<file path="config.mk">
export PLATFORM = sky130hd
export DESIGN_NAME = txq_device_flat
export DESIGN_NICKNAME = d
export VERILOG_FILES = /design/src/rtl/txq_pkg.sv /design/src/rtl/txq_if.sv /design/src/rtl/txq_device.sv /design/src/flat_wrapper.sv
export VERILOG_INCLUDE_DIRS = /design/src /design/src/rtl
export SDC_FILE = /design/constraint.sdc
export NUM_CORES = 2
export LEC_CHECK = 0
export ABC_AREA = 1
export BUFFER_PORTS_ARGS = -buffer_cell sky130_fd_sc_hd__buf_4
export CAP_MARGIN = 10
export CORE_AREA = 2 2 407 248
export CTS_BUF_LIST = sky130_fd_sc_hd__clkbuf_8 sky130_fd_sc_hd__clkbuf_16
export DETAILED_ROUTE_END_ITERATION = 10
export DIE_AREA = 0 0 409 250
export GPL_ROUTABILITY_DRIVEN = 0
export PLACE_DENSITY = 0.51
export SLEW_MARGIN = 30
export SYNTH_ARGS = -nofsm -noshare
export SYNTH_HDL_FRONTEND = slang
export SYNTH_SLANG_ARGS = --single-unit
</file>
<file path="constraint.sdc">
create_clock -name i_clock -period 10.9 [get_ports i_clock]
set_input_delay 1.09 -clock i_clock [delete_from_list [all_inputs] [get_ports i_clock]]
set_output_delay 1.09 -clock i_clock [all_outputs]
set_load 0.005 [all_outputs]
</file>
<file path="src/rtl/txq_defines.svh">
`ifndef TXQ_DEFINES_SVH
`define TXQ_DEFINES_SVH
`define TXQ_A_SIZE_MSB 10
`define TXQ_A_SIZE_LSB 0
`define TXQ_A_OFF_MSB 20
`define TXQ_A_OFF_LSB 16
`define TXQ_A_OFFW_MSB 20
`define TXQ_A_OFFW_LSB 18
`define TXQ_A_OFFB_MSB 17
`define TXQ_A_OFFB_LSB 16
`define TXQ_A_FS 13
`define TXQ_A_LS 12
`define TXQ_A_ALIGN_MSB 25
`define TXQ_A_ALIGN_LSB 24
`define TXQ_ALIGN_16 2'h1
`define TXQ_ALIGN_32 2'h2
`define TXQ_B_TAG_MSB 31
`define TXQ_B_TAG_LSB 16
`define TXQ_B_CK 14
`define TXQ_B_LEN_MSB 10
`define TXQ_B_LEN_LSB 0
`define TXQ_ST_TAG_MSB 31
`define TXQ_ST_TAG_LSB 16
`define TXQ_ST_ES 15
`define TXQ_ST_LOSS 11
`define TXQ_ST_NOCAR 10
`define TXQ_ST_LATE 9
`define TXQ_ST_EXCOL 8
`define TXQ_ST_CC_MSB 6
`define TXQ_ST_CC_LSB 3
`define TXQ_ST_EXDEF 2
`define TXQ_ST_RSV1 1
`define TXQ_ST_DEFER 0
`define TXQ_KIND_MSB 33
`define TXQ_KIND_LSB 32
`endif

</file>
<file path="src/rtl/txq_pkg.sv">
`default_nettype none
`include "txq_defines.svh"
package txq_pkg;
   typedef enum logic [1:0] {
      TXQ_KIND_DATA = 2'h0,
      TXQ_KIND_CMDA = 2'h1,
      TXQ_KIND_CMDB = 2'h2,
      TXQ_KIND_LAST = 2'h3
   } txq_kind_type;
   typedef enum logic [1:0] {
      TXQ_WR_CMDA = 2'h0,
      TXQ_WR_CMDB = 2'h1,
      TXQ_WR_BODY = 2'h3
   } txq_wr_state_type;
   typedef enum logic [1:0] {
      TXQ_DR_IDLE = 2'h0,
      TXQ_DR_SEND = 2'h1,
      TXQ_DR_WAIT = 2'h3
   } txq_dr_state_type;
   typedef enum logic [1:0] {
      TXQ_H_IDLE = 2'h0,
      TXQ_H_CMDA = 2'h1,
      TXQ_H_CMDB = 2'h3,
      TXQ_H_BODY = 2'h2
   } txq_host_state_type;

   // Words the host writes for one buffer, alignment padding included
   function automatic logic [9:0] txq_total_words(input logic [31:0] a);
      logic [12:0] span;
      logic [12:0] r;
      span = 13'(a[`TXQ_A_OFF_MSB:`TXQ_A_OFF_LSB]) + 13'(a[`TXQ_A_SIZE_MSB:`TXQ_A_SIZE_LSB]);
      case (a[`TXQ_A_ALIGN_MSB:`TXQ_A_ALIGN_LSB])
         `TXQ_ALIGN_16: r = ((span + 13'h000F) >> 4) << 2;
         `TXQ_ALIGN_32: r = ((span + 13'h001F) >> 5) << 3;
         default: r = (span + 13'h0003) >> 2;
      endcase
      return r[9:0];
   endfunction

   // Words kept: sub-DWORD offset, payload and sub-DWORD padding
   function automatic logic [9:0] txq_keep_words(input logic [31:0] a);
      logic [12:0] span;
      span = 13'(a[`TXQ_A_OFFB_MSB:`TXQ_A_OFFB_LSB]) + 13'(a[`TXQ_A_SIZE_MSB:`TXQ_A_SIZE_LSB]) + 13'h0003;
      return span[11:2];
   endfunction
endpackage
`default_nettype wire

</file>
<file path="src/rtl/txq_if.sv">
`default_nettype none
interface txq_if;
   logic data_wr;
   logic [31:0] data_word;
   logic data_full;
   logic status_rd;
   logic status_avail;
   logic [31:0] status_word;
   logic [7:0] status_used_count;
   logic halt_set;
   logic tx_on_set;
   logic purge_data;
   logic purge_status;
   logic discard_allow;
   logic offload_enable;
   logic error_clear;
   logic transmitter_on;
   logic halt_req;
   logic halt_done_event;
   logic transmit_error_flag;
   modport device (
      input data_wr, data_word, status_rd, halt_set, tx_on_set, purge_data, purge_status,
      input discard_allow, offload_enable, error_clear,
      output data_full, status_avail, status_word, status_used_count, transmitter_on, halt_req,
      output halt_done_event, transmit_error_flag
   );
   modport host (
      output data_wr, data_word, status_rd, halt_set, tx_on_set, purge_data, purge_status,
      output discard_allow, offload_enable, error_clear,
      input data_full, status_avail, status_word, status_used_count, transmitter_on, halt_req,
      input halt_done_event, transmit_error_flag
   );
endinterface
`default_nettype wire

</file>
<file path="src/rtl/txq_device.sv">
// Summary of operation
// RULE1: One status word per packet, own FIFO
// RULE2: Full status FIFO suspends transmission until read
// RULE3: Discard-allow keeps transmitter running when full
// RULE4: Overrun holds used count zero, writes stop
// RULE5: Discard-allow overrun raises no error flag
// RULE6: Status upper half carries packet tag
// RULE7: Error summary ORs bits 11,10,9,8,2,1
// RULE8: Bits 11,10 report carrier lost, absent
// RULE9: Bit 9 reports late collision abort
// RULE10: Bit 8 reports sixteen-collision abandon
// RULE11: Bits 6:3 carry collision count
// RULE12: Bit 0 deferred, bit 2 excessive deferral
// RULE13: Reserved status bits always zero
// RULE14: First command always stored, second on first
// RULE15: Checksum preamble stored as packet data
// RULE16: Whole-DWORD offset, padding dropped; remainders kept
// RULE17: Checksum needs request, first segment, offload enable
// RULE18: Length mismatch flags error, transmitter continues
// RULE19: Second command must match across buffers
// RULE20: Data overrun, strict status overrun flag error
// RULE21: Halt finishes frame, clears bits, pulses done
// RULE22: Restart by transmitter on, queued frames resume
// RULE23: Second command bits 10:0 give byte count
`default_nettype none
`include "txq_defines.svh"
module txq_device
   import txq_pkg::*;
#(
   parameter int DEPTH = 16,
   parameter int SDEPTH = 4
) (
   input wire logic i_clock,
   input wire logic i_rst_n,
   txq_if.device bus,
   output logic o_frame_valid,
   output logic [31:0] o_frame_word,
   output logic o_frame_last,
   input wire logic i_frame_ready,
   output logic o_checksum_enable,
   input wire logic i_mac_done,
   input wire logic i_loss_carrier,
   input wire logic i_no_carrier,
   input wire logic i_late_collision,
   input wire logic i_excess_collisions,
   input wire logic [3:0] i_collision_count,
   input wire logic i_deferral_check_enable,
   input wire logic i_excess_deferral,
   input wire logic i_deferred
);
   localparam int AW = $clog2(DEPTH);
   localparam int SW = $clog2(SDEPTH);
   localparam logic [AW:0] DCAP = (AW + 1)'(DEPTH);
   localparam logic [SW:0] SCAP = (SW + 1)'(SDEPTH);

   txq_wr_state_type wr_state_reg, wr_state_next;
   logic [31:0] cmda_reg, cmda_next;
   logic [31:0] refb_reg, refb_next;
   logic [9:0] widx_reg, widx_next;
   logic [15:0] bytes_reg, bytes_next;
   logic push;
   logic [33:0] push_entry;
   logic err_set_wr;
   logic buf_end;
   logic [9:0] head;
   logic [9:0] keep;
   logic [9:0] total;

   logic [33:0] dmem_reg [DEPTH];
   logic [33:0] dmem_next [DEPTH];
   logic [AW:0] dwp_reg, dwp_next, drp_reg, drp_next;
   logic [31:0] smem_reg [SDEPTH];
   logic [31:0] smem_next [SDEPTH];
   logic [SW:0] swp_reg, swp_next, srp_reg, srp_next;
   txq_dr_state_type dr_state_reg, dr_state_next;
   logic [15:0] tag_reg, tag_next;
   logic fs_reg, fs_next;
   logic cks_reg, cks_next;
   logic hold_reg, hold_next;
   logic txon_reg, txon_next;
   logic halt_reg, halt_next;
   logic done_reg, done_next;
   logic err_reg, err_next;
   logic err_set;
   logic pop;
   logic spop;
   logic dfull, dempty, sfull, sempty;
   logic [AW:0] dcount;
   logic [SW:0] scount;
   logic [1:0] head_kind;
   logic [31:0] head_word;
   logic [31:0] stat;

   assign dcount = dwp_reg - drp_reg;
   assign scount = swp_reg - srp_reg;
   assign dfull = (dcount == DCAP);
   assign dempty = (dcount == '0);
   assign sfull = (scount == SCAP);
   assign sempty = (scount == '0);
   assign head_kind = dmem_reg[drp_reg[AW-1:0]][`TXQ_KIND_MSB:`TXQ_KIND_LSB];
   assign head_word = dmem_reg[drp_reg[AW-1:0]][31:0];

   // Write-side parser: strips command B of later buffers and whole-DWORD padding
   always_comb begin
      wr_state_next = wr_state_reg;
      cmda_next = cmda_reg;
      refb_next = refb_reg;
      widx_next = widx_reg;
      bytes_next = bytes_reg;
      push = 1'b0;
      push_entry = '0;
      err_set_wr = 1'b0;
      buf_end = 1'b0;
      head = 10'(cmda_reg[`TXQ_A_OFFW_MSB:`TXQ_A_OFFW_LSB]);
      keep = txq_keep_words(cmda_reg);
      total = txq_total_words(cmda_reg);
      if (bus.data_wr) begin
         case (wr_state_reg)
            TXQ_WR_CMDA: begin
               cmda_next = bus.data_word;
               push = 1'b1; // RULE14
               push_entry = {TXQ_KIND_CMDA, bus.data_word};
               wr_state_next = TXQ_WR_CMDB;
            end
            TXQ_WR_CMDB: begin
               widx_next = '0;
               if (cmda_reg[`TXQ_A_FS]) begin
                  push = 1'b1; // RULE14
                  push_entry = {TXQ_KIND_CMDB, bus.data_word};
                  refb_next = bus.data_word;
                  bytes_next = 16'(cmda_reg[`TXQ_A_SIZE_MSB:`TXQ_A_SIZE_LSB]);
               end else begin
                  err_set_wr = (bus.data_word != refb_reg); // RULE19
                  bytes_next = bytes_reg + 16'(cmda_reg[`TXQ_A_SIZE_MSB:`TXQ_A_SIZE_LSB]);
               end
               buf_end = (total == '0);
               wr_state_next = TXQ_WR_BODY;
            end
            TXQ_WR_BODY: begin
               widx_next = widx_reg + 10'h001;
               if (widx_reg >= head && widx_reg < head + keep) begin
                  push = 1'b1; // RULE16 RULE15
                  if (cmda_reg[`TXQ_A_LS] && widx_reg == head + keep - 10'h001) begin
                     push_entry = {TXQ_KIND_LAST, bus.data_word};
                  end else begin
                     push_entry = {TXQ_KIND_DATA, bus.data_word};
                  end
               end
               buf_end = (widx_reg == total - 10'h001);
            end
            default: wr_state_next = TXQ_WR_CMDA;
         endcase
      end
      if (buf_end) begin
         wr_state_next = TXQ_WR_CMDA;
         // Byte count excludes offset and padding
         if (cmda_reg[`TXQ_A_LS] && bytes_next != 16'(refb_next[`TXQ_B_LEN_MSB:`TXQ_B_LEN_LSB])) begin
            err_set_wr = 1'b1; // RULE18 RULE23
         end
      end
      if (bus.purge_data) begin
         wr_state_next = TXQ_WR_CMDA;
      end
   end

   always_comb begin
      stat = '0; // RULE13
      stat[`TXQ_ST_TAG_MSB:`TXQ_ST_TAG_LSB] = tag_reg; // RULE6
      stat[`TXQ_ST_LOSS] = i_loss_carrier; // RULE8
      stat[`TXQ_ST_NOCAR] = i_no_carrier; // RULE8
      stat[`TXQ_ST_LATE] = i_late_collision; // RULE9
      stat[`TXQ_ST_EXCOL] = i_excess_collisions; // RULE10
      stat[`TXQ_ST_CC_MSB:`TXQ_ST_CC_LSB] = i_collision_count; // RULE11
      stat[`TXQ_ST_EXDEF] = i_excess_deferral && i_deferral_check_enable; // RULE12
      stat[`TXQ_ST_DEFER] = i_deferred; // RULE12
      stat[`TXQ_ST_ES] = stat[`TXQ_ST_LOSS] | stat[`TXQ_ST_NOCAR] | stat[`TXQ_ST_LATE] |
                         stat[`TXQ_ST_EXCOL] | stat[`TXQ_ST_EXDEF] | stat[`TXQ_ST_RSV1]; // RULE7
   end

   // Drain, status queue and halt control
   always_comb begin
      dmem_next = dmem_reg;
      smem_next = smem_reg;
      dwp_next = dwp_reg;
      drp_next = drp_reg;
      swp_next = swp_reg;
      srp_next = srp_reg;
      dr_state_next = dr_state_reg;
      tag_next = tag_reg;
      fs_next = fs_reg;
      cks_next = cks_reg;
      txon_next = txon_reg;
      halt_next = halt_reg;
      done_next = 1'b0;
      pop = 1'b0;
      o_frame_valid = 1'b0;
      err_set = err_set_wr;
      spop = bus.status_rd && !sempty;
      hold_next = hold_reg && !spop; // RULE4
      if (push) begin
         if (dfull) begin
            err_set = 1'b1; // RULE20
         end else begin
            dmem_next[dwp_reg[AW-1:0]] = push_entry;
            dwp_next = dwp_reg + 1'b1;
         end
      end
      case (dr_state_reg)
         TXQ_DR_IDLE: begin
            if (halt_reg) begin
               halt_next = 1'b0; // RULE21
               txon_next = 1'b0;
               done_next = 1'b1;
            end else if (txon_reg && !dempty && !(sfull && !bus.discard_allow)) begin // RULE2 RULE3 RULE22
               case (head_kind)
                  TXQ_KIND_CMDA: begin
                     pop = 1'b1;
                     fs_next = head_word[`TXQ_A_FS];
                  end
                  TXQ_KIND_CMDB: begin
                     pop = 1'b1;
                     tag_next = head_word[`TXQ_B_TAG_MSB:`TXQ_B_TAG_LSB];
                     cks_next = head_word[`TXQ_B_CK] && fs_reg && bus.offload_enable; // RULE17
                  end
                  default: dr_state_next = TXQ_DR_SEND;
               endcase
            end
         end
         TXQ_DR_SEND: begin
            // Commands of middle buffers are skipped mid-frame
            if (!dempty) begin
               if (head_kind == TXQ_KIND_CMDA || head_kind == TXQ_KIND_CMDB) begin
                  pop = 1'b1;
               end else begin
                  o_frame_valid = 1'b1;
                  if (i_frame_ready) begin
                     pop = 1'b1;
                     if (head_kind == TXQ_KIND_LAST) begin
                        dr_state_next = TXQ_DR_WAIT;
                     end
                  end
               end
            end
         end
         TXQ_DR_WAIT: begin
            if (i_mac_done) begin
               dr_state_next = TXQ_DR_IDLE;
               if (!(hold_reg && !spop)) begin
                  if (!sfull || spop) begin
                     smem_next[swp_reg[SW-1:0]] = stat; // RULE1
                     swp_next = swp_reg + 1'b1;
                  end else if (bus.discard_allow) begin
                     hold_next = 1'b1; // RULE4 RULE5
                  end else begin
                     err_set = 1'b1; // RULE20
                  end
               end
            end
         end
         default: dr_state_next = TXQ_DR_IDLE;
      endcase
      if (pop) begin
         drp_next = drp_reg + 1'b1;
      end
      if (spop) begin
         srp_next = srp_reg + 1'b1;
      end
      if (bus.tx_on_set) begin
         txon_next = 1'b1; // RULE22
      end
      if (bus.halt_set) begin
         halt_next = 1'b1; // RULE21
      end
      if (bus.purge_data) begin
         dwp_next = '0;
         drp_next = '0;
         dr_state_next = TXQ_DR_IDLE;
      end
      if (bus.purge_status) begin
         swp_next = '0;
         srp_next = '0;
         hold_next = 1'b0;
      end
      // New error wins over a clear in the same cycle
      err_next = (err_reg && !bus.error_clear) || err_set; // RULE18
   end

   always_ff @(posedge i_clock) begin
      if (!i_rst_n) begin
         wr_state_reg <= TXQ_WR_CMDA;
         cmda_reg <= '0;
         refb_reg <= '0;
         widx_reg <= '0;
         bytes_reg <= '0;
         dwp_reg <= '0;
         drp_reg <= '0;
         swp_reg <= '0;
         srp_reg <= '0;
         dr_state_reg <= TXQ_DR_IDLE;
         tag_reg <= '0;
         fs_reg <= 1'b0;
         cks_reg <= 1'b0;
         hold_reg <= 1'b0;
         txon_reg <= 1'b0;
         halt_reg <= 1'b0;
         done_reg <= 1'b0;
         err_reg <= 1'b0;
         dmem_reg <= '{default: '0};
         smem_reg <= '{default: '0};
      end else begin
         wr_state_reg <= wr_state_next;
         cmda_reg <= cmda_next;
         refb_reg <= refb_next;
         widx_reg <= widx_next;
         bytes_reg <= bytes_next;
         dwp_reg <= dwp_next;
         drp_reg <= drp_next;
         swp_reg <= swp_next;
         srp_reg <= srp_next;
         dr_state_reg <= dr_state_next;
         tag_reg <= tag_next;
         fs_reg <= fs_next;
         cks_reg <= cks_next;
         hold_reg <= hold_next;
         txon_reg <= txon_next;
         halt_reg <= halt_next;
         done_reg <= done_next;
         err_reg <= err_next;
         dmem_reg <= dmem_next;
         smem_reg <= smem_next;
      end
   end

   assign o_frame_word = head_word;
   assign o_frame_last = (head_kind == TXQ_KIND_LAST);
   assign o_checksum_enable = cks_reg;
   assign bus.data_full = dfull;
   assign bus.status_avail = !sempty;
   assign bus.status_word = smem_reg[srp_reg[SW-1:0]];
   assign bus.status_used_count = hold_reg ? 8'h00 : 8'(scount); // RULE4
   assign bus.transmitter_on = txon_reg;
   assign bus.halt_req = halt_reg;
   assign bus.halt_done_event = done_reg;
   assign bus.transmit_error_flag = err_reg;
endmodule
`default_nettype wire

</file>
<file path="src/flat_wrapper.sv">
// flat-port wrapper written by rule: the top's interface ports become plain ports
module txq_device_flat import txq_pkg::*;
#(
   parameter int DEPTH = 16,
   parameter int SDEPTH = 4
)
  (i_clock, i_rst_n, o_frame_valid, o_frame_word, o_frame_last, i_frame_ready, o_checksum_enable, i_mac_done, i_loss_carrier, i_no_carrier, i_late_collision, i_excess_collisions, i_collision_count, i_deferral_check_enable, i_excess_deferral, i_deferred, bus_data_wr, bus_data_word, bus_status_rd, bus_halt_set, bus_tx_on_set, bus_purge_data, bus_purge_status, bus_discard_allow, bus_offload_enable, bus_error_clear, bus_data_full, bus_status_avail, bus_status_word, bus_status_used_count, bus_transmitter_on, bus_halt_req, bus_halt_done_event, bus_transmit_error_flag);
  txq_if bus_i ();
  input wire logic i_clock;
  input wire logic i_rst_n;
  output logic o_frame_valid;
  output logic [31:0] o_frame_word;
  output logic o_frame_last;
  input wire logic i_frame_ready;
  output logic o_checksum_enable;
  input wire logic i_mac_done;
  input wire logic i_loss_carrier;
  input wire logic i_no_carrier;
  input wire logic i_late_collision;
  input wire logic i_excess_collisions;
  input wire logic [3:0] i_collision_count;
  input wire logic i_deferral_check_enable;
  input wire logic i_excess_deferral;
  input wire logic i_deferred;
  input wire logic [$bits(bus_i.data_wr)-1:0] bus_data_wr;
  input wire logic [$bits(bus_i.data_word)-1:0] bus_data_word;
  input wire logic [$bits(bus_i.status_rd)-1:0] bus_status_rd;
  input wire logic [$bits(bus_i.halt_set)-1:0] bus_halt_set;
  input wire logic [$bits(bus_i.tx_on_set)-1:0] bus_tx_on_set;
  input wire logic [$bits(bus_i.purge_data)-1:0] bus_purge_data;
  input wire logic [$bits(bus_i.purge_status)-1:0] bus_purge_status;
  input wire logic [$bits(bus_i.discard_allow)-1:0] bus_discard_allow;
  input wire logic [$bits(bus_i.offload_enable)-1:0] bus_offload_enable;
  input wire logic [$bits(bus_i.error_clear)-1:0] bus_error_clear;
  output wire logic [$bits(bus_i.data_full)-1:0] bus_data_full;
  output wire logic [$bits(bus_i.status_avail)-1:0] bus_status_avail;
  output wire logic [$bits(bus_i.status_word)-1:0] bus_status_word;
  output wire logic [$bits(bus_i.status_used_count)-1:0] bus_status_used_count;
  output wire logic [$bits(bus_i.transmitter_on)-1:0] bus_transmitter_on;
  output wire logic [$bits(bus_i.halt_req)-1:0] bus_halt_req;
  output wire logic [$bits(bus_i.halt_done_event)-1:0] bus_halt_done_event;
  output wire logic [$bits(bus_i.transmit_error_flag)-1:0] bus_transmit_error_flag;
  assign bus_i.data_wr = bus_data_wr;
  assign bus_i.data_word = bus_data_word;
  assign bus_i.status_rd = bus_status_rd;
  assign bus_i.halt_set = bus_halt_set;
  assign bus_i.tx_on_set = bus_tx_on_set;
  assign bus_i.purge_data = bus_purge_data;
  assign bus_i.purge_status = bus_purge_status;
  assign bus_i.discard_allow = bus_discard_allow;
  assign bus_i.offload_enable = bus_offload_enable;
  assign bus_i.error_clear = bus_error_clear;
  assign bus_data_full = bus_i.data_full;
  assign bus_status_avail = bus_i.status_avail;
  assign bus_status_word = bus_i.status_word;
  assign bus_status_used_count = bus_i.status_used_count;
  assign bus_transmitter_on = bus_i.transmitter_on;
  assign bus_halt_req = bus_i.halt_req;
  assign bus_halt_done_event = bus_i.halt_done_event;
  assign bus_transmit_error_flag = bus_i.transmit_error_flag;
  txq_device #(.DEPTH(DEPTH), .SDEPTH(SDEPTH)) u_core (.i_clock(i_clock), .i_rst_n(i_rst_n), .bus(bus_i), .o_frame_valid(o_frame_valid), .o_frame_word(o_frame_word), .o_frame_last(o_frame_last), .i_frame_ready(i_frame_ready), .o_checksum_enable(o_checksum_enable), .i_mac_done(i_mac_done), .i_loss_carrier(i_loss_carrier), .i_no_carrier(i_no_carrier), .i_late_collision(i_late_collision), .i_excess_collisions(i_excess_collisions), .i_collision_count(i_collision_count), .i_deferral_check_enable(i_deferral_check_enable), .i_excess_deferral(i_excess_deferral), .i_deferred(i_deferred));
endmodule
</file>
==> results.sh <==
export IMPL_die_area_um2=102000
export IMPL_grt_max_degree=115
export IMPL_status="finished, final reports clean"
export IMPL_crit_fanout=27
export IMPL_startpoint_type="flop"
export IMPL_fin_crit_sh=0.708
export IMPL_synth_top_area_share=0.428
export IMPL_fin_tns_setup_ps=0
export IMPL_drtIter0Drc=3571
export IMPL_synth_edff_count=0
export IMPL_grt_usage=0.240
export IMPL_cts_root_buf="clkbuf_16"
export IMPL_p_total_w=0.00633
export IMPL_drcViolationCount=0
export IMPL_numCtsBuffers=79
export IMPL_synthSimpleGateAreaFrac=0.146
export IMPL_antenna_found_initial=1
export IMPL_hold_class="flop to flop"
export IMPL_ant_nets=0
export IMPL_clk_latency_ps=680
export IMPL_drt_first_pass_iters=5
export IMPL_avgRoutedWirePerCell_um=19.9
export IMPL_drt_wl_total_mm=126
export IMPL_slew_headroom=0.319
export IMPL_synth_xor_area_frac=0.0165
export IMPL_antenna_cells=0
export IMPL_mostFrequentLayoutCells="968 x o21ai_0, 942 x a21oi_1, 769 x dfxtp_1"
export IMPL_synth_top_cell_by_area="dfxtp_1"
export IMPL_netlist_area_um2=36100
export IMPL_postCtsSetupRepairBufs=0
export IMPL_drv_cap=0
export IMPL_fmax_mhz=130
export IMPL_final_setup_viol_count=0
export IMPL_cts_max_level=3
export IMPL_worstSetupPathType="flop to flop"
export IMPL_synth_top_family_by_area="compound AO/OA/AOI/OAI gates"
export IMPL_num_vias=33700
export IMPL_clk_pin_slew_worst_paths_ps=60
export IMPL_ys_flop_type="dfxtp_1"
export IMPL_largest_reg_flops=544
export IMPL_crit_top_cell="inv_1"
export IMPL_worstMarginPinSlew_ps=1020
export IMPL_layoutNonFillerInstCount=6332
export IMPL_viasPerCell=5.32
export IMPL_min_period_ps=7710
export IMPL_die_w_um=409
export IMPL_grt_first_pass_wirelength_mm=191
export IMPL_synth_cell_types=56
export IMPL_post_place_cells=6187
export IMPL_synth_seq_cells=773
export IMPL_syn_area_per_cell_um2=7.14
export IMPL_cts_sinks=773
export IMPL_ys_warn_count=0
export IMPL_ios=137
export IMPL_initial_core_util=0.365
export IMPL_syn_to_final_growth_pct=12.3
export IMPL_clk_path_buf_depth=3
export IMPL_fin_worst_skew_ps=29.6
export IMPL_end_kind="flop"
export IMPL_hold_viol_final=0
export IMPL_synth_fa_ha_area_frac=0.0232
export IMPL_cp_arrival_ps=8230
export IMPL_die_y_um=250
export IMPL_rsz0062_at_grt="false"
export IMPL_netlist_top_cells_area="dfxtp_1 43%, o21ai_0 13%, a21oi_1 13%, nor2_1 5.1%, inv_1 4.8%"
export IMPL_synth_compound_area_frac=0.290
export IMPL_drive_above_1_share=0.0812
export IMPL_grt_pass1_vias=30100
export IMPL_portBuffers=126
export IMPL_async_flop_share=0
export IMPL_hold_buffers=0
export IMPL_nets=5057
export IMPL_report_final_slew_viol_count=0
export IMPL_vdd_ir_drop_max_uv=108
export IMPL_yosysSeqAreaShare=0.428
export IMPL_cp_data_required_time_ps=11420
export IMPL_holdWs_ps=454
export IMPL_core_area_um2=99000
export IMPL_final_common_cell="o21ai_0"
export IMPL_p_per_area_nw_per_um2=156
export IMPL_synth_cells=5059
export IMPL_cts_tree="built"
export IMPL_grt_ovfl_total=0
export IMPL_slowest_delay_ps=700
export IMPL_power_leakage_nw=15.6
export IMPL_synth_area_mux_share=0.00166
export IMPL_rows=90
export IMPL_hpwl_mm=80.0
export IMPL_slowest_stage="nor2_4"
export IMPL_ctsResizeCount=0
[kinds of logic (layout without fill, tap and decap cells)]
family,after synthesis,in the layout
xor+xnor,63,63
buf+inv,874,804
flops,773,773
other cells,1,10
simple gates,1249,1249
fa+ha+maj,64,64
compound gates,2029,2029
mux,6,6
[Yosys cell counts, types with 2 or more instances]
master and count:
o21ai_0 968, a21oi_1 942, dfxtp_1 773, nor2_1 488, inv_1 458, nand2_1 403
clkbuf_1 335, nand3_1 264, ha_1 59, xnor2_1 33, o22ai_1 29, nor3_1 28
buf_1 26, xor2_1 25, buf_2 24, a311o_1 18, nand4_1 18, o211ai_1 13
or2_2 13, a21oi_2 12, clkinv_1 12, buf_4 11, o21a_1 10, a22oi_1 8
nand3_2 8, nor4_1 8, o2111ai_1 7, a31oi_1 6, mux2i_1 6, buf_6 5
fa_1 5, nand2_2 5, nand3b_1 5, a21boi_0 3, nor2_2 3, o221ai_1 3
xor2_2 3, a211oi_1 2, o21bai_1 2, or2_1 2
[metrics by stage]
step	cell area [um2]	setup slack, ps	util
after floorplan	36200	5580	-
after global placement	37800	3490	0.382
after detailed placement	37900	3290	0.383
after CTS	40500	3270	0.409
after global routing	40600	2380	0.410
final	40600	3190	0.410
[metal layers]
| metal | track usage | vias up | wire (um) |
|---|---|---|---|
| li1 | - | 16800 | - |
| met1 | 0.384 | 15800 | 65900 |
| met2 | 0.317 | 987 | 48200 |
| met3 | 0.0589 | 115 | 10100 |
| met4 | 0.0445 | 2 | 2030 |
| met5 | 0 | - | 18 |
[critical path, delay by kind of cell, from the launching register on]
family	cells	cell delay, ps
flip-flops	1	400
AO/OA/AOI/OAI	5	740
XOR/XNOR	1	240
buffers and inverters	9	1440
adder cells (fa/ha/maj)	5	1690
AND/OR/NAND/NOR	13	3030
[path summary, 6_finish.rpt]
path	startpoint	to	slack (ps)	depth (start not counted)
hold / removal	u_core.dmem_reg[42]	u_core.dmem_reg[42]	450	2
setup reg to reg	u_core.cmda_reg[1]	u_core.dmem_reg[39]	3190	33
hold reg to reg	u_core.dmem_reg[42]	u_core.dmem_reg[42]	450	2
setup / recovery	u_core.cmda_reg[1]	u_core.dmem_reg[39]	3190	33
[area by class of cell]
| class | count | area, um2 |
|---|---|---|
| tap | 1334 | 1670 |
| inverter | 471 | 1780 |
| timing repair buffer | 191 | 1470 |
| clock buffer | 98 | 2270 |
| clock inverter | 44 | 357 |
| fill | 10300 | 58400 |
| multi-input combinational | 3421 | 17500 |
| sequential | 773 | 15500 |
[power breakdown]
group | internal (W) | switching, W | total [W]
clock | 0.00159 | 0.00121 | 0.00280
sequential | 0.00286 | 0.0000271 | 0.00289
combinational | 0.000195 | 0.000447 | 0.000642
total | 0.00465 | 0.00168 | 0.00633
No activity file was read; power rests on OpenSTA's default activity.
